--- src/pkg/adc_ctl_pkg.sv ---
// adc_ctl_pkg: register map, field positions, reset values and states of the converter control block.
// assumes a 32-bit AXI4-Lite bus where every register takes one aligned word.
`default_nettype none
package adc_ctl_pkg;
    // register indices; byte address is four times the index
    localparam logic [7:0] IDX_CTL_A = 8'hE1;
    localparam logic [7:0] IDX_RES_HI = 8'hE2;
    localparam logic [7:0] IDX_CTL_B = 8'hE3;
    localparam logic [7:0] IDX_CFG = 8'hE4;
    localparam int ADDR_W = 12;
    localparam logic [ADDR_W-1:0] ADDR_CTL_A = {2'h0, IDX_CTL_A, 2'h0};
    localparam logic [ADDR_W-1:0] ADDR_RES_HI = {2'h0, IDX_RES_HI, 2'h0};
    localparam logic [ADDR_W-1:0] ADDR_CTL_B = {2'h0, IDX_CTL_B, 2'h0};
    localparam logic [ADDR_W-1:0] ADDR_CFG = {2'h0, IDX_CFG, 2'h0};
    // control_a field positions
    localparam int A_CH0 = 0;
    localparam int A_CH1 = 1;
    localparam int A_SRC = 2;
    localparam int A_BUSY = 3;
    localparam int A_DONE = 4;
    localparam int A_EXT = 5;
    localparam int A_RLO = 6;
    // control_b field positions
    localparam int B_CH2 = 2;
    localparam int B_PRE = 6;
    // config field positions
    localparam int C_EN = 0;
    localparam int C_IRQ = 1;
    // reset values
    localparam logic [1:0] PRESCALE_RST = 2'h2;
    localparam logic [2:0] CHAN_RST = 3'h0;
    // bus responses
    localparam logic [1:0] RESP_OKAY = 2'h0;
    localparam logic [1:0] RESP_SLVERR = 2'h2;
    // register selector codes
    typedef enum logic [2:0] {
        SEL_NONE = 3'h0,
        SEL_CTL_A = 3'h1,
        SEL_RES_HI = 3'h2,
        SEL_CTL_B = 3'h3,
        SEL_CFG = 3'h4
    } reg_sel_t;
    // conversion sequencer, one-hot
    typedef enum logic [3:0] {
        ST_IDLE = 4'h1,
        ST_RUN = 4'h2,
        ST_STORE = 4'h4,
        ST_CLEAR = 4'h8
    } conv_state_t;
endpackage : adc_ctl_pkg
`default_nettype wire

--- src/hdl/adc_conversion_control.sv ---
// adc_conversion_control: start/busy/done sequencing, clock selection and prescale, channel select
// and result registers of a 10-bit converter, reached over AXI4-Lite.
// assumes the converter core runs on aclk, takes a one-cycle start or abort pulse and returns
// a one-cycle done pulse with the result valid in the same cycle.
`timescale 1ns/1ps
`default_nettype none
module adc_conversion_control #(
    parameter int RESULT_W = 10
) (
    input wire logic aclk,
    input wire logic aresetn,
    input wire logic [adc_ctl_pkg::ADDR_W-1:0] s_axi_awaddr,
    input wire logic s_axi_awvalid,
    output logic s_axi_awready,
    input wire logic [31:0] s_axi_wdata,
    input wire logic [3:0] s_axi_wstrb,
    input wire logic s_axi_wvalid,
    output logic s_axi_wready,
    output logic [1:0] s_axi_bresp,
    output logic s_axi_bvalid,
    input wire logic s_axi_bready,
    input wire logic [adc_ctl_pkg::ADDR_W-1:0] s_axi_araddr,
    input wire logic s_axi_arvalid,
    output logic s_axi_arready,
    output logic [31:0] s_axi_rdata,
    output logic [1:0] s_axi_rresp,
    output logic s_axi_rvalid,
    input wire logic s_axi_rready,
    input wire logic external_start_pin,
    input wire logic rc_osc_clk,
    input wire logic conv_done,
    input wire logic [RESULT_W-1:0] conv_result,
    output logic conv_start,
    output logic conv_abort,
    output logic [2:0] channel_select,
    output logic converter_clk_tick,
    output logic converter_enable,
    output logic conv_irq
);
    import adc_ctl_pkg::*;

    generate
        if (RESULT_W != 10) begin : g_bad_width
            $error("adc_conversion_control serves a 10-bit result only");
        end
    endgenerate

    // shared address decode for the read and write paths
    function automatic reg_sel_t decode(input logic [ADDR_W-1:0] a);
        case (a)
            ADDR_CTL_A: decode = SEL_CTL_A;
            ADDR_RES_HI: decode = SEL_RES_HI;
            ADDR_CTL_B: decode = SEL_CTL_B;
            ADDR_CFG: decode = SEL_CFG;
            default: decode = SEL_NONE;
        endcase
    endfunction : decode

    logic aw_rdy_q, w_rdy_q, aw_hold_q, w_hold_q, bvalid_q, ar_rdy_q, rvalid_q;
    logic [ADDR_W-1:0] awaddr_q;
    logic [31:0] wdata_q, rdata_q;
    logic [3:0] wstrb_q;
    logic [1:0] bresp_q, rresp_q;
    logic done_q, busy_q, ext_en_q, src_q, enable_q, irq_en_q, irq_q;
    logic [2:0] chan_q;
    logic [1:0] pre_q;
    logic [7:0] res_hi_q;
    logic [1:0] res_lo_q;
    logic start_q, abort_q;
    conv_state_t state_q, state_d;
    logic [2:0] pin_sync_q, rc_sync_q;
    logic pin_lvl_q, rc_lvl_q;
    logic [2:0] div_q;
    logic tick_q;

    // write channel capture: address and data are taken separately, in either order
    wire aw_take = s_axi_awvalid && aw_rdy_q;
    wire w_take = s_axi_wvalid && w_rdy_q;
    wire wr_en = aw_hold_q && w_hold_q && !bvalid_q;
    wire reg_sel_t wr_sel = decode(awaddr_q);
    wire wr_lane0 = wr_en && wstrb_q[0];
    wire wr_a = wr_lane0 && (wr_sel == SEL_CTL_A);
    wire wr_b = wr_lane0 && (wr_sel == SEL_CTL_B);
    wire wr_c = wr_lane0 && (wr_sel == SEL_CFG);

    always_ff @(posedge aclk) begin
        if (!aresetn) begin
            aw_rdy_q <= 1'b0;
            w_rdy_q <= 1'b0;
            aw_hold_q <= 1'b0;
            w_hold_q <= 1'b0;
            bvalid_q <= 1'b0;
            bresp_q <= RESP_OKAY;
            awaddr_q <= '0;
            wdata_q <= '0;
            wstrb_q <= '0;
        end else begin
            aw_rdy_q <= s_axi_awvalid && !aw_rdy_q && !aw_hold_q;
            w_rdy_q <= s_axi_wvalid && !w_rdy_q && !w_hold_q;
            if (aw_take) begin
                aw_hold_q <= 1'b1;
                awaddr_q <= s_axi_awaddr;
            end else if (wr_en) begin
                aw_hold_q <= 1'b0;
            end
            if (w_take) begin
                w_hold_q <= 1'b1;
                wdata_q <= s_axi_wdata;
                wstrb_q <= s_axi_wstrb;
            end else if (wr_en) begin
                w_hold_q <= 1'b0;
            end
            if (wr_en) begin
                bvalid_q <= 1'b1;
                bresp_q <= (wr_sel == SEL_NONE) ? RESP_SLVERR : RESP_OKAY;
            end else if (s_axi_bready) begin
                bvalid_q <= 1'b0;
            end
        end
    end

    // read path; result high byte is read-only, control_a is read-only in part
    wire ar_take = s_axi_arvalid && ar_rdy_q;
    wire reg_sel_t rd_sel = decode(s_axi_araddr);
    wire [7:0] ctl_a_val = {res_lo_q, ext_en_q, done_q, busy_q, src_q, chan_q[1:0]};
    wire [7:0] ctl_b_val = {pre_q, 3'h0, chan_q[2], 2'h0};
    wire [7:0] cfg_val = {6'h00, irq_en_q, enable_q};
    wire [7:0] rd_byte = (rd_sel == SEL_CTL_A) ? ctl_a_val :
                         (rd_sel == SEL_RES_HI) ? res_hi_q :
                         (rd_sel == SEL_CTL_B) ? ctl_b_val :
                         (rd_sel == SEL_CFG) ? cfg_val : 8'h00;

    always_ff @(posedge aclk) begin
        if (!aresetn) begin
            ar_rdy_q <= 1'b0;
            rvalid_q <= 1'b0;
            rdata_q <= '0;
            rresp_q <= RESP_OKAY;
        end else begin
            ar_rdy_q <= s_axi_arvalid && !ar_rdy_q && !rvalid_q;
            if (ar_take) begin
                rvalid_q <= 1'b1;
                rdata_q <= {24'h000000, rd_byte};
                rresp_q <= (rd_sel == SEL_NONE) ? RESP_SLVERR : RESP_OKAY;
            end else if (s_axi_rready) begin
                rvalid_q <= 1'b0;
            end
        end
    end

    // pin and oscillator synchronisers; a change counts once stages two and three agree
    always_ff @(posedge aclk) begin
        if (!aresetn) begin
            pin_sync_q <= 3'h0;
            rc_sync_q <= 3'h0;
            pin_lvl_q <= 1'b0;
            rc_lvl_q <= 1'b0;
        end else begin
            pin_sync_q <= {pin_sync_q[1:0], external_start_pin};
            rc_sync_q <= {rc_sync_q[1:0], rc_osc_clk};
            if (pin_sync_q[1] == pin_sync_q[2]) begin
                pin_lvl_q <= pin_sync_q[2];
            end
            if (rc_sync_q[1] == rc_sync_q[2]) begin
                rc_lvl_q <= rc_sync_q[2];
            end
        end
    end

    wire ext_edge = pin_sync_q[1] && pin_sync_q[2] && !pin_lvl_q;
    wire rc_edge = rc_sync_q[1] && rc_sync_q[2] && !rc_lvl_q;

    // start/stop decisions; a write that clears done may also start, per the same-access case
    wire sw_clear_done = wr_a && !wdata_q[A_DONE];
    wire done_eff = done_q && !sw_clear_done;
    wire sw_start = wr_a && wdata_q[A_BUSY];
    wire ext_start = ext_edge && ext_en_q;
    wire start_go = (state_q == ST_IDLE) && !busy_q && !done_eff && (sw_start || ext_start);
    wire abort_go = (state_q == ST_RUN) && wr_a && !wdata_q[A_BUSY];
    wire result_in = (state_q == ST_RUN) && conv_done && !abort_go;

    // sequencer: run, store result, set done, then drop busy
    always_comb begin
        case (state_q)
            ST_IDLE: state_d = start_go ? ST_RUN : ST_IDLE;
            ST_RUN: state_d = abort_go ? ST_IDLE : (result_in ? ST_STORE : ST_RUN);
            ST_STORE: state_d = ST_CLEAR;
            ST_CLEAR: state_d = ST_IDLE;
            default: state_d = ST_IDLE;
        endcase
    end

    always_ff @(posedge aclk) begin
        if (!aresetn) begin
            state_q <= ST_IDLE;
            busy_q <= 1'b0;
            done_q <= 1'b0;
            start_q <= 1'b0;
            abort_q <= 1'b0;
            res_hi_q <= 8'h00;
            res_lo_q <= 2'h0;
        end else begin
            state_q <= state_d;
            start_q <= start_go;
            abort_q <= abort_go;
            if (start_go) begin
                busy_q <= 1'b1;
            end else if (abort_go || state_q == ST_CLEAR) begin
                busy_q <= 1'b0;
            end
            if (result_in) begin
                res_hi_q <= conv_result[9:2];
                res_lo_q <= conv_result[1:0];
            end
            // hardware set wins over a clear in the same cycle; software can never set it
            if (state_q == ST_STORE) begin
                done_q <= 1'b1;
            end else if (sw_clear_done) begin
                done_q <= 1'b0;
            end
        end
    end

    // configuration writes with their guards
    always_ff @(posedge aclk) begin
        if (!aresetn) begin
            ext_en_q <= 1'b0;
            src_q <= 1'b0;
            chan_q <= CHAN_RST;
            pre_q <= PRESCALE_RST;
            enable_q <= 1'b0;
            irq_en_q <= 1'b0;
            irq_q <= 1'b0;
        end else begin
            irq_q <= done_q && irq_en_q;
            if (wr_a) begin
                ext_en_q <= wdata_q[A_EXT];
            end
            if (wr_a && !enable_q) begin
                src_q <= wdata_q[A_SRC];
            end
            // channel moves only in the idle status; the guard uses the state before the write
            if (wr_a && !done_q && !busy_q) begin
                chan_q[1:0] <= {wdata_q[A_CH1], wdata_q[A_CH0]};
            end
            if (wr_b && !done_q && !busy_q) begin
                chan_q[2] <= wdata_q[B_CH2];
            end
            if (wr_b) begin
                pre_q <= wdata_q[B_PRE+1:B_PRE];
            end
            if (wr_c) begin
                enable_q <= wdata_q[C_EN];
                irq_en_q <= wdata_q[C_IRQ];
            end
        end
    end

    // converter clock: selected source ticks divided by 1/2/4/8; the rc source is slowed
    // by synchronisation, so it must sit well below half of aclk
    wire src_tick = src_q ? rc_edge : 1'b1;
    wire [2:0] div_last = (pre_q == 2'h0) ? 3'h0 : (pre_q == 2'h1) ? 3'h1 : (pre_q == 2'h2) ? 3'h3 : 3'h7;
    always_ff @(posedge aclk) begin
        if (!aresetn) begin
            div_q <= 3'h0;
            tick_q <= 1'b0;
        end else begin
            tick_q <= enable_q && src_tick && (div_q >= div_last);
            if (!enable_q) begin
                div_q <= 3'h0;
            end else if (src_tick) begin
                div_q <= (div_q >= div_last) ? 3'h0 : div_q + 3'h1;
            end
        end
    end

    // outputs, each straight from a flip-flop
    assign s_axi_awready = aw_rdy_q;
    assign s_axi_wready = w_rdy_q;
    assign s_axi_bvalid = bvalid_q;
    assign s_axi_bresp = bresp_q;
    assign s_axi_arready = ar_rdy_q;
    assign s_axi_rvalid = rvalid_q;
    assign s_axi_rdata = rdata_q;
    assign s_axi_rresp = rresp_q;
    assign conv_start = start_q;
    assign conv_abort = abort_q;
    assign channel_select = chan_q;
    assign converter_clk_tick = tick_q;
    assign converter_enable = enable_q;
    assign conv_irq = irq_q;

    a_done_sets: assert property (@(posedge aclk) disable iff (!aresetn)
        state_q == ST_STORE |=> done_q && busy_q) else $error("done flag not set after store");
    a_irq_follow: assert property (@(posedge aclk) disable iff (!aresetn)
        done_q && irq_en_q |=> conv_irq) else $error("interrupt request missing");
    a_done_blocks: assert property (@(posedge aclk) disable iff (!aresetn)
        done_q && !sw_clear_done |=> !conv_start) else $error("start while done flag set");
    a_done_no_sw: assert property (@(posedge aclk) disable iff (!aresetn)
        !done_q && state_q != ST_STORE |=> !done_q) else $error("done flag set without result");
    a_start_busy: assert property (@(posedge aclk) disable iff (!aresetn)
        $rose(conv_start) |-> busy_q && $past(sw_start || ext_start)) else $error("start without busy");
    a_busy_drop: assert property (@(posedge aclk) disable iff (!aresetn)
        state_q == ST_STORE |=> busy_q ##1 (!busy_q && (done_q || $past(sw_clear_done))))
        else $error("busy not dropped after done");
    a_abort_run: assert property (@(posedge aclk) disable iff (!aresetn)
        abort_go |=> conv_abort && !busy_q && state_q == ST_IDLE) else $error("abort not carried out");
    a_busy_ignores: assert property (@(posedge aclk) disable iff (!aresetn)
        busy_q |=> !conv_start) else $error("start accepted while busy");
    a_chan_hold: assert property (@(posedge aclk) disable iff (!aresetn)
        done_q || busy_q |=> $stable(channel_select)) else $error("channel changed while not idle");
    a_src_hold: assert property (@(posedge aclk) disable iff (!aresetn)
        enable_q |=> $stable(src_q)) else $error("clock source changed while enabled");
    a_result_first: assert property (@(posedge aclk) disable iff (!aresetn)
        $rose(done_q) |-> {res_hi_q, res_lo_q} == $past(conv_result, 2)) else $error("result not ready");
    a_ext_pulse: assert property (@(posedge aclk) disable iff (!aresetn)
        ext_edge |=> !ext_edge) else $error("external start pulse too long");
endmodule : adc_conversion_control
`default_nettype wire

--- config.mk ---
export PLATFORM = sky130hd
export DESIGN_NAME = adc_conversion_control
export DESIGN_NICKNAME = d
export VERILOG_FILES = /design/src/pkg/adc_ctl_pkg.sv /design/src/hdl/adc_conversion_control.sv
export SDC_FILE = /design/constraint.sdc
export NUM_CORES = 1
export LEC_CHECK = 0
export BUFFER_PORTS_ARGS = -buffer_cell sky130_fd_sc_hd__clkbuf_2
export CAP_MARGIN = 10
export CORE_UTILIZATION = 53
export DETAILED_ROUTE_END_ITERATION = 12
export PLACE_DENSITY_LB_ADDON = 0.2
export SYNTH_ARGS = -nofsm -noshare
export SYNTH_HDL_FRONTEND = slang
export SYNTH_SLANG_ARGS = --single-unit
--- constraint.sdc ---
create_clock -name aclk -period 5.1 [get_ports aclk]
set_clock_uncertainty 0.05 [all_clocks]
set_input_delay 0 -clock aclk [delete_from_list [all_inputs] [get_ports aclk]]
set_output_delay 0 -clock aclk [all_outputs]
set_load 0.02 [all_outputs]
### Yosys cells after proc, flatten, opt, wreduce, memory -nomap -nowiden

Index checks and enable logic that the tools add are counted.

| storage, ports and cells | value |
|---|---|
| register bits after elaboration | 80 |
| bits in latches | 0 |
| RAM bits | 0 |
| bits in read-only memories | 0 |
| input bits | 80 |
| memories | 0 |

| operators by class | value |
|---|---|
| $add $sub $neg | 1 |
| multiply operators | 0 |
| div/mod/pow operators | 0 |
| order comparisons | 1 |
| equality and inequality tests | 23 |
| shifts and indexed selects | 0 |
| mux-type cells | 28 |
| bitwise logic cells | 0 |
| reduce and logical (&&, ||, !) cells | 67 |

Operators by type and width:

| operator | count |
|---|---|
| equality test 12 x 10 -> 1 bit (second input constant) | 8 |
| logical AND 1 bit | 38 |
| 2-to-1 mux 8 bit | 3 |
| case mux 3 bit (4 select lines) | 2 |
| 2-to-1 mux 3 bit | 6 |
| zero test 1 bit | 17 |
| 2-to-1 mux 1 bit | 12 |
| case mux 4 bit (3 select lines) | 1 |
| nonzero test 2 bit | 6 |
| equality test 3 x 2 -> 1 bit (second input constant) | 3 |
| 2-to-1 mux 2 bit | 4 |
| equality test 3 x 1 -> 1 bit (second input constant) | 2 |
| equality test 3 bit (second input constant) | 2 |
| zero test 3 bit | 2 |
| equality test 4 x 1 -> 1 bit (second input constant) | 1 |
| equality test 4 x 2 -> 1 bit (second input constant) | 1 |
| equality test 4 x 3 -> 1 bit (second input constant) | 1 |
| equality test 4 bit (second input constant) | 1 |
| adder 3 x 1 -> 3 bit (second input constant) | 1 |
| greater-or-equal comparator 3 bit | 1 |
| equality test 1 bit | 2 |
| equality test 2 x 1 -> 1 bit (second input constant) | 1 |
| equality test 2 bit (second input constant) | 1 |
| zero test 2 bit | 1 |
| other kinds (2) | 3 |

### Depth between registers and ports, before layout

Gate-level depths: netlist of run 1.

| depth | value |
|---|---|
| depth in word-level cells | 12 |
| mapped depth | 7 |

### Least setup slack after synthesis of run 1

OpenSTA, ideal clock, no wires.

| path | value |
|---|---|
| path type | reg2reg |
| start | register bvalid_q (netlist: s_axi_bvalid) |
| end | register state_q[0] |
| library setup time | 0.120 ns |
| arrival time | 1.601 ns |
| required time | 4.930 ns |
| setup slack | 3.329 ns |
| cell stages (with the launch flop) | 7 |
| clock period less this slack | 1.771 ns |
| path through | dfxtp_1 and3b_1 nand2_1 buf_2 o31a_1 o21bai_1 a211o_1 |

| between the ends | value |
|---|---|
| word-level cells in the longest chain between the ends | 12 |

RTL lines:

| what | RTL line | source |
|---|---|---|
| from (decl) | adc_conversion_control.sv:59 | `logic aw_rdy_q, w_rdy_q, aw_hold_q, w_hold_q, bvalid_q, ar_rdy_q, rvalid_q;` |
| from (signal assigned) | adc_conversion_control.sv:92 | `bvalid_q <= 1'b0;` |
| from (signal assigned) | adc_conversion_control.sv:114 | `bvalid_q <= 1'b1;` |
| from (signal assigned) | adc_conversion_control.sv:117 | `bvalid_q <= 1'b0;` |
| zero test 1 bit (*) | adc_conversion_control.sv:79 | `wire wr_en = aw_hold_q && w_hold_q && !bvalid_q;` |
| logical AND 1 bit (*) | adc_conversion_control.sv:79 |  |
| logical AND 1 bit (*) | adc_conversion_control.sv:81 | `wire wr_lane0 = wr_en && wstrb_q[0];` |
| logical AND 1 bit (*) | adc_conversion_control.sv:82 | `wire wr_a = wr_lane0 && (wr_sel == SEL_CTL_A);` |
| logical AND 1 bit | adc_conversion_control.sv:174 | `wire sw_clear_done = wr_a && !wdata_q[A_DONE];` |
| zero test 1 bit | adc_conversion_control.sv:175 | `wire done_eff = done_q && !sw_clear_done;` |
| logical AND 1 bit | adc_conversion_control.sv:175 |  |
| zero test 1 bit | adc_conversion_control.sv:178 | `wire start_go = (state_q == ST_IDLE) && !busy_q && !done_eff && (sw_start \|\| ext_start);` |
| logical AND 1 bit (2 in a row) | adc_conversion_control.sv:178 |  |
| 2-to-1 mux 2 bit | adc_conversion_control.sv:185 | `ST_IDLE: state_d = start_go ? ST_RUN : ST_IDLE;` |
| case mux 4 bit (3 select lines) (*) | adc_conversion_control.sv:184 | `case (state_q)` |
| to (signal assigned) | adc_conversion_control.sv:203 | `state_q <= state_d;` |
| to (decl) | adc_conversion_control.sv:70 | `conv_state_t state_q, state_d;` |

Mark *: on every way between the ends. The rest lies on a longest branch, timed or not.
A chain may end at the register's enable or synchronous reset.

### Worst setup path in the final report of run 1

| path | value |
|---|---|
| start | register state_q[1] |
| end | register busy_q |

| between the ends | value |
|---|---|
| word-level cells in the longest chain between the ends | 5 |

RTL lines:

| what | RTL line | source |
|---|---|---|
| equality test 4 x 1 -> 1 bit / equality test 4 x 2 -> 1 bit (equally long branches) | adc_conversion_control.sv:178, adc_conversion_control.sv:179 |  |
| logical AND 1 bit, on equally long branches (2 in a row) | adc_conversion_control.sv:178, adc_conversion_control.sv:179 |  |
| logical AND 1 bit / logical OR 1 bit (equally long branches) | adc_conversion_control.sv:178, adc_conversion_control.sv:208 |  |
| 2-to-1 mux 1 bit / nonzero test 2 bit (equally long branches) | - |  |
| to (signal assigned) | adc_conversion_control.sv:196 | `busy_q <= 1'b0;` |
| to (signal assigned) | adc_conversion_control.sv:207 | `busy_q <= 1'b1;` |
| to (signal assigned) | adc_conversion_control.sv:209 | `busy_q <= 1'b0;` |
| to (decl) | adc_conversion_control.sv:64 | `logic done_q, busy_q, ext_en_q, src_q, enable_q, irq_en_q, irq_q;` |

Parallel ways exist; a longest one is shown, timed or not.

==> flow_summary.yaml, run 1 <==
timing:
  period_needed_ns: 1.97
  max-slew-margin-rel_pct: 38.8
  worst_pin_slew_ns: 0.917
  drv_slew: 0
  max_freq_mhz: 509
  hold_violations: 0
  fin_crit_sh_pct: 38.5
  fin_setup_tns_ns: 0
  setup_ws_ns: 3.13
  final-setup-viol-count: 0
  grt_setup_unrepaired: "no"
logic_synthesis:
  synth_area_leaders: "dfxtp_1 (46%), nand2_1 (8.1%), buf_4 (5.7%)"
  synth_edf_count: 0
  synth_commonest_cells: "dfxtp_1 (78), nand2_1 (74), a21oi_1 (37)"
  synthCells: 394
  synth.distinct_cells: 52
  syn-cell-area_um2: 3410
  synth_top_area_share_pct: 45.7
  synth_most_common_cell: "dfxtp_1"
  synth-seq-area-share_pct: 45.7
  synth_top_flop_cell: "dfxtp_1"
  yosysWarnings: 0
  synth.avg_cell_area_um2: 8.67
  ys_seq_elements: 78
  synth-async-reset-ratio_pct: 0
  yosysTopAreaCell: "dfxtp_1"
power_and_ir_drop:
  power_w: 0.00114
  ir_drop_uv: 188
  powerDensity_nw_per_um2: 267
  leakage_nw: 1.82
die:
  start_util_pct: 56.3
  ios: 129
  rows: 28
  coreArea_um2: 6060
  dieWidth_um: 82.3
  fp.dieH_um: 82.3
  die_area_um2: 6770
drt:
  drt-wirelength-per-cell_um: 12.9
  postRouteWirelength_mm: 7.51
  viasPerCell: 5.11
  drcViolationCount: 0
  vias: 2982
  final_antenna_net_count: 0
  drtIter0Drc: 152
  drt-pass1-iter-count: 4
global_routing:
  globalRouteOverflowTotal: 0
  grt_pass1_wl_mm: 11.8
  grt_pass1_vias: 2701
  antenna_found_initial: 0
  grt_usage_pct: 23.2
  grt_max_degree: 54
run_status:
  status: "complete, no violations"
clock_network:
  clockBufferDepth: 2
  cts_inserted_buffers: 9
  path_clk_slew_ns: 0.08
  htreeDepth: 3
  root_buffer: "clkbuf_8"
  post-cts-setup-buffers: 0
  cts.sinks: 78
  cts_tree: "done"
  clock_latency_ns: 0.34
critical_path:
  crit_path_end_kind: "flop"
  crit_type: "reg2reg"
  cp-start-kind: "flop"
  cp_data_required_time_ns: 5.23
  worstPathMaxFanout: 6
  cp.arrival_ns: 2.09
place:
  dp_slack_ns: 3.15
  io_buffers: 75
  routabilityCongestion: 0.783
  place_area_um2: 3720
  post-dp-hpwl_mm: 4.85
layout:
  drive_gt1_share_pct: 19.1
  diodes: 0
  fin_area_um2: 4280
  fin_nets: 590
  utilization_pct: 70.6
  fill_cells: 485
  area_delta_synth_final_pct: 25.3
run:
  cap_violations: 0
min_path:
  hp-class: "in2reg"
==> sequential cells by signal, summed over array words and instances, names as in the netlist, 2 cells and up <==
register        flops
awaddr_q           12
res_hi_q            8
s_axi_rdata         8
wdata_q             8
state_q             4
channel_select      3
div_q               3
pin_sync_q          3
rc_sync_q           3
pre_q               2
res_lo_q            2
==> worst max-delay path, cell delays in order, from the launching register on <==
cell,delay (ns)
dfxtp_1,0.43
nor4b_1,0.50
nor4bb_1,0.57
or2_2,0.20
a21oi_1,0.06
==> power breakdown <==
| part | internal, W | total (W) | leakage [nW] | switching, W |
|---|---|---|---|---|
| Sequential | 0.000619 | 0.000626 | 0.631 | 0.00000718 |
| Combinational | 0.0000484 | 0.000109 | 1.10 | 0.0000608 |
| Clock | 0.000201 | 0.000408 | 0.0865 | 0.000207 |
==> stage by stage <==
step / cells / hold slack, ns
floorplan: 419 / 0.0683
global placement: 529 / 0.155
detailed placement: 529 / 0.162
CTS: 583 / 0.0389
global route: 583 / 0.0725
finish: 583 / 0.0485
==> path summary, 6_finish.rpt <==
kind,from,endpoint,slack (ns),cells after the start
max reg2reg,state_q[1],busy_q,3.13,4
min reg2reg,pin_sync_q[0],pin_sync_q[1],0.38,1
min,s_axi_araddr[4],s_axi_rdata[7],0.05,4
max,state_q[1],busy_q,3.13,4
==> area by class of cell <==
cell class                 count  area, µm²  share of cell area (%)
timing repair buffer         114        766                    17.9
clock inverter                 1       5.00                   0.117
sequential                    78       1560                    36.5
multi-input combinational    291       1650                    38.6
inverter                      10       37.5                   0.877
clock buffer                  14        163                    3.80
tap                           75       93.8                    2.19
==> layout by cell type (no fill, tap or decap), types with 2 or more instances in the layout <==
master / count
a21boi_0: 2
a21oi_1: 37
a22o_1: 3
and2_1: 12
and3b_1: 2
clkbuf_1: 3
clkbuf_2: 75
clkbuf_8: 11
conb_1: 26
dfxtp_1: 78
dlygate4sd3_1: 39
ha_1: 6
inv_1: 9
mux2i_1: 18
nand2_1: 74
nand2b_1: 5
nand3_1: 4
nor2_1: 36
nor2b_1: 3
nor3_1: 8
nor3b_2: 2
nor4_1: 2
nor4b_1: 5
o211ai_1: 6
o21ai_0: 9
o21bai_1: 2
or2_2: 2
xor2_1: 4
==> kinds of logic after synthesis <==
group           after synthesis  synth area share, %
simple gates                168                 24.8
flops                        78                 45.7
compound gates               68                 12.0
buf+inv                      50                 8.61
mux                          18                 5.28
fa+ha+maj                     6                 2.20
xor+xnor                      5                 1.28
other cells                   1                0.110
==> timing repair <==
action / 4_1_cts / 5_1_grt
resized for setup: 0 / 0
hold buffers: 39 / 0
endpoints found under the hold margin: 39 / 0
==> per-layer routing <==
| metal | vias up | global-route usage [%] | wire length (µm) |
|---|---|---|---|
| met5 | - | 0 | 0 |
| met4 | 0 | 7.54 | 88 |
| met3 | 9 | 5.93 | 350 |
| met2 | 86 | 40.7 | 3680 |
| met1 | 1383 | 27.5 | 3390 |
| li1 | 1504 | - | - |
No activity file was read; power rests on OpenSTA's default activity.
==> run 2, diff against run 1 <==
--- a/config.mk
+++ b/config.mk
@@ -7,7 +7,7 @@
 export LEC_CHECK = 0
 export BUFFER_PORTS_ARGS = -buffer_cell sky130_fd_sc_hd__clkbuf_2
 export CAP_MARGIN = 10
-export CORE_UTILIZATION = 53
+export CORE_UTILIZATION = 44
 export DETAILED_ROUTE_END_ITERATION = 12
 export PLACE_DENSITY_LB_ADDON = 0.2
 export SYNTH_ARGS = -nofsm -noshare
==> constraint.sdc (replaced) <==
create_clock -name aclk -period 1.6 [get_ports aclk]
set_clock_uncertainty 0.05 [all_clocks]
set_input_delay 0 -clock aclk [delete_from_list [all_inputs] [get_ports aclk]]
set_output_delay 0 -clock aclk [all_outputs]
set_load 0.02 [all_outputs]
==> run 2 against run 1 <==
  * Critical endpoint is now state_q[0]
  * Cell area is 12% higher
  * Worst hold slack got worse by 0.0072 ns
  * Core utilization fell by 5.7 points
  * Largest cell class unchanged
  * Combinational power grew to 3.5 times the previous value
  * First-iteration DRC count down 24%
  * Sequential share of layout area decreased by 3.7 points
  * The flow now finishes with violations (negative setup slack)
  * Critical path depth increased by 1
==> flow_summary.yaml, run 2 (synthesized netlist as in run 1, its figures left out) <==
die:
  rows: 31
  start_util_pct: 46.3
  dieWidth_um: 90.1
  fp.dieH_um: 90.1
  ios: 129
  coreArea_um2: 7370
  die_area_um2: 8120
critical_path:
  cp_data_required_time_ns: 1.78
  path_buf_inv: 0
  r2r-start: "awaddr_q[0]"
  startpoint: "awaddr_q[0]"
  crit_slowest_cell: "dfxtp_2"
  crit_family: "compound AO/OA/AOI/OAI gates"
  crit_type: "reg2reg"
  cp.arrival_ns: 1.95
  cp-start-kind: "flop"
  crit_path_end_kind: "flop"
  critPathMaxStageDelay_ns: 0.34
  worstPathMaxFanout: 4
  path_cells: "nor4b_4, nand4_4, o31a_1, o21bai_4, a211o_1"
power_and_ir_drop:
  power_w: 0.00389
  power_frac_clock_pct: 38.9
  p_comb_share_pct: 9.8
  intPower_w: 0.00295
  swShare_pct: 24.0
  leakage_nw: 2.07
  seqPwrFrac_pct: 51.3
  powerDensity_nw_per_um2: 813
  ir_drop_uv: 528
  p_sw_w: 0.000931
run_status:
  status: "finished with violations"
  violations: "negative setup slack"
drt:
  drcViolationCount: 0
  final_antenna_net_count: 0
  viasPerCell: 4.77
  vias: 3050
  drtIter0Drc: 116
  drt-wirelength-per-cell_um: 12.8
  postRouteWirelength_mm: 8.20
  drt-pass1-iter-count: 4
place:
  io_buffers: 75
  post-dp-hpwl_mm: 5.62
  dp_slack_ns: -0.183
  routabilityCongestion: 0.817
  place_area_um2: 3980
layout:
  largest_reg_flops: 12
  fin_nets: 622
  diodes: 0
  fill_cells: 618
  drive_gt1_share_pct: 28.1
  fin_area_um2: 4780
  top_register: "awaddr_q"
  mostFrequentLayoutCells: "dfxtp_1 (75), clkbuf_2 (75), nand2_1 (73)"
  area_delta_synth_final_pct: 40.0
clock_network:
  clockBufferDepth: 2
  cts.sinks: 78
  path_clk_slew_ns: 0.08
  cts_inserted_buffers: 9
  htreeDepth: 3
  root_buffer: "clkbuf_8"
  clock_latency_ns: 0.35
  cts_tree: "done"
timing:
  fin_setup_tns_ns: -1.22
  worst_pin_slew_ns: 0.534
  fin_worst_hold_slack_ns: 0.0413
  setup_ws_ns: -0.163
  hold_violations: 0
  final-setup-viol-count: 22
  fin_crit_sh_pct: 110
  max_freq_mhz: 567
  drv_slew: 0
  period_needed_ns: 1.76
  grt_setup_unrepaired: "yes"
  max-slew-margin-rel_pct: 63.9
min_path:
  min-delay-start: "s_axi_araddr[4]"
  hp-class: "in2reg"
run:
  cap_violations: 0
global_routing:
  globalRouteOverflowTotal: 0
  grtUsageMet2_pct: 34.0
  grt_pass1_vias: 2876
  grtUsageMet1_pct: 25.1
  busiest_layer: "met2"
  grt_use_met3_pct: 4.31
  grt_usage_pct: 20.2
  grt_pass1_wl_mm: 13.2
  antenna_found_initial: 0
  grt_max_degree: 49
## run 2: cell types whose count changed in the layout (fill, tap and decap cells not counted), moves of 3 or more
cell | before | now
dfxtp_1 | 78 | 75
dfxtp_2 | 0 | 3
nor3_1 | 8 | 5
a21oi_2 | 0 | 5
buf_6 | 0 | 3
buf_4 | 0 | 26
a21oi_1 | 37 | 32
## run 2: path summary, 6_finish.rpt
check	to	slack (ns)	depth (start not counted)
min	s_axi_rdata[4]	0.04	4
min reg2reg	pin_sync_q[1]	0.39	1
max reg2reg	state_q[0]	-0.16	5
max	state_q[0]	-0.16	5
## run 2: power groups by stage
stage | registers (W) | logic, W | clock network, W
after global placement | 0.00204 | 0.000290 | 0
after CTS | 0.00199 | 0.000372 | 0.00154
final | 0.00199 | 0.000380 | 0.00151
after detailed placement | 0.00204 | 0.000292 | 0
after global routing | 0.00200 | 0.000414 | 0.00165
after floorplan | 0.00205 | 0.000213 | 0
## run 2: stage by stage
| step | utilization, % | std cells |
|---|---|---|
| after floorplan | - | 419 |
| after global placement | 54.0 | 581 |
| after detailed placement | 54.0 | 581 |
| after CTS | 63.4 | 639 |
| after global routing | 64.9 | 640 |
| final | 64.9 | 640 |
## run 2: what timing repair did
action | in CTS | in global routing
endpoints found under the setup margin | 27 | 28
endpoints found under the hold margin | 44 | 0
gates cloned | 0 | 0
buffers inserted | 1 | 1
gates resized for setup | 13 | 21
pin swaps | 4 | 10
hold buffers | 41 | 0
## run 2: metal layers
layer  part of all wire [%]  vias up
met5                      0        -
met4                    1.6        0
met3                    4.4       16
met2                     49       97
met1                     45     1372
li1                       -     1565
## run 2: layout make-up
cell class	count	area, µm²	share of cell area (%)
inverter	10	37.5	0.785
tap	99	124	2.59
multi-input combinational	291	1820	38.0
clock inverter	3	42.5	0.890
sequential	78	1570	32.7
timing repair buffer	146	1030	21.6
clock buffer	13	159	3.32
## run 2: tightest hold or removal path, delay by kind of cell
family / cells / cell delay, ns
AOI/OAI and AO/OA: 1 / 0.06
and+or+nand+nor: 2 / 0.18
buffers and inverters: 1 / 0.16
==> run 3, diff against run 2 <==
--- a/config.mk
+++ b/config.mk
@@ -7,9 +7,11 @@
 export LEC_CHECK = 0
 export BUFFER_PORTS_ARGS = -buffer_cell sky130_fd_sc_hd__clkbuf_2
 export CAP_MARGIN = 10
-export CORE_UTILIZATION = 44
+export CORE_UTILIZATION = 46
+export CTS_BUF_LIST = sky130_fd_sc_hd__clkbuf_4 sky130_fd_sc_hd__clkbuf_8
 export DETAILED_ROUTE_END_ITERATION = 12
 export PLACE_DENSITY_LB_ADDON = 0.2
+export RECOVER_POWER = 50
 export SYNTH_ARGS = -nofsm -noshare
 export SYNTH_HDL_FRONTEND = slang
 export SYNTH_SLANG_ARGS = --single-unit
==> constraint.sdc (replaced) <==
create_clock -name aclk -period 1.5 [get_ports aclk]
set_clock_uncertainty 0.05 [all_clocks]
set_input_delay 0 -clock aclk [delete_from_list [all_inputs] [get_ports aclk]]
set_output_delay 0 -clock aclk [all_outputs]
set_load 0.02 [all_outputs]
==> run 3 against run 2 <==
  * The run still ends with negative setup slack left
  * First-iteration DRC count down 3.4%
  * Count of clock-buffer cells in the layout fell by 2
  * Total power increased by 11%
  * Global-route usage increased by 0.90 points
  * Fmax is 2.7% lower
  * Via count rose by 0.66%
  * Critical path type unchanged
  * Largest power group unchanged
==> flow_summary.yaml, run 3 (synthesized netlist as in run 1, its figures left out) <==
run_status:
  status: "finished with violations"
  violations: "negative setup slack"
critical_path:
  path_buf_inv: 0
  critPathMaxStageDelay_ns: 0.35
  worstPathMaxFanout: 6
  crit_family: "compound AO/OA/AOI/OAI gates"
  crit_end: "state_q[0]"
  cp_data_required_time_ns: 1.69
  cp-start-kind: "flop"
  crit_type: "reg2reg"
  cp.arrival_ns: 2.00
  cp.depth: 5
  reg2reg_to: "state_q[0]"
  crit_path_end_kind: "flop"
  r2r-start: "awaddr_q[0]"
  ff2ff_setup_slack_ns: -0.31
  path_cells: "nor4b_4, nand4_4, o31a_1, o21bai_4, a211o_1"
  crit_slowest_cell: "nor4b_4"
  startpoint: "awaddr_q[0]"
  rr_worst_depth: 5
timing:
  final-setup-viol-count: 30
  grt_setup_unrepaired: "yes"
  worst_pin_slew_ns: 0.732
  drv_slew: 0
  max_freq_mhz: 552
  fin_crit_sh_pct: 121
  max-slew-margin-rel_pct: 51.1
  fin_worst_hold_slack_ns: 0.0302
  hold_violations: 0
  period_needed_ns: 1.81
  setup_ws_ns: -0.312
drt:
  viasPerCell: 4.76
  final_antenna_net_count: 0
  drt-pass1-iter-count: 4
  drcViolationCount: 0
  postRouteWirelength_mm: 8.04
  vias: 3070
  drt-wirelength-per-cell_um: 12.5
  drtIter0Drc: 112
die:
  start_util_pct: 47.3
  coreArea_um2: 7210
  rows: 31
  die_area_um2: 7770
  fp.dieH_um: 88.2
  ios: 129
  dieWidth_um: 88.2
power_and_ir_drop:
  seqPwrFrac_pct: 49.2
  swShare_pct: 23.3
  powerDensity_nw_per_um2: 904
  p_sw_w: 0.00101
  intPower_w: 0.00331
  power_frac_clock_pct: 41.6
  p_comb_share_pct: 9.2
  leakage_nw: 1.98
  ir_drop_uv: 493
clock_network:
  clockBufferDepth: 2
  htreeDepth: 3
  root_buffer: "clkbuf_8"
  path_clk_slew_ns: 0.08
  cts.sinks: 78
  cts_inserted_buffers: 9
  cts_tree: "done"
  clock_latency_ns: 0.35
layout:
  final_common_cell: "dfxtp_1"
  fin_area_um2: 4780
  fill_cells: 615
  mostFrequentLayoutCells: "dfxtp_1 (75), nand2_1 (73), clkbuf_2 (53)"
  diodes: 0
  area_delta_synth_final_pct: 40.0
  top_register: "awaddr_q"
  utilization_pct: 66.3
  largest_reg_flops: 12
  final_cells: 645
  fin_nets: 627
  drive_gt1_share_pct: 24.7
run:
  cap_violations: 0
global_routing:
  globalRouteOverflowTotal: 0
  grt_pass1_vias: 2771
  grt_usage_pct: 21.1
  grt_pass1_wl_mm: 12.6
  grt_max_degree: 23
  antenna_found_initial: 0
place:
  dp_cells: 583
  place_area_um2: 4000
  routabilityCongestion: 0.809
  post-dp-hpwl_mm: 5.59
  io_buffers: 75
min_path:
  hp-class: "in2reg"
## run 3: changes by cell type in the layout (fill, tap and decap cells not counted), sizes merged
cell	change
buf	+3
bufinv	+1
clkinv	+1
## run 3: layout make-up
type	count	area (µm²)	area share, %
Multi-Input combinational cell	291	1800	37.6
Sequential cell	78	1570	32.7
Timing Repair Buffer	151	1020	21.4
Clock buffer	11	151	3.17
Tap cell	99	124	2.59
Clock inverter	5	81.3	1.70
Inverter	10	37.5	0.785
## run 3: worst min-delay path by stage
stage	startpoint	end	depth (start not counted)
after floorplan	s_axi_arvalid	s_axi_arready	2
after global placement	rc_osc_clk	rc_sync_q[0]	2
after detailed placement	rc_osc_clk	rc_sync_q[0]	2
after CTS	s_axi_araddr[4]	s_axi_rdata[3]	4
after global routing	s_axi_araddr[4]	s_axi_rdata[5]	4
final	s_axi_araddr[4]	s_axi_rdata[3]	4
## run 3: power by group through the flow
stage	Clock, W	Combinational, W	Sequential (W)
finish	0.00180	0.000398	0.00213
global route	0.00192	0.000440	0.00213
CTS	0.00183	0.000400	0.00213
detailed placement	0	0.000311	0.00218
global placement	0	0.000307	0.00217
floorplan	0	0.000227	0.00218
## run 3: routing by layer
layer,GRT usage (%),up-vias,routed length [µm]
met5,0,-,0
met4,7.92,0,121
met3,3.58,12,242
met2,36.9,63,4010
met1,26.0,1422,3660
li1,-,1573,-
## run 3: repair_timing
action,4_1_cts,5_1_grt
hold buffers,41,0
setup endpoints to repair,28,30
gates cloned,0,0
pin swaps,5,3
setup buffers,4,1
resized for setup,14,14
hold endpoints to repair,41,0
## run 3: worst min-delay path, cell delays in order
cell,delay (ns)
clkbuf_2,0.15
nor2_1,0.09
nand3_1,0.08
a21oi_1,0.06
## run 3: stage by stage
step	setup slack, ns	TNS, ns	total power, W
after CTS	-0.270	-4.94	0.00436
after global placement	-0.267	-5.19	0.00248
after detailed placement	-0.335	-6.11	0.00249
after floorplan	-0.220	-2.71	0.00241
after global routing	-0.368	-9.61	0.00449
final	-0.312	-5.82	0.00432
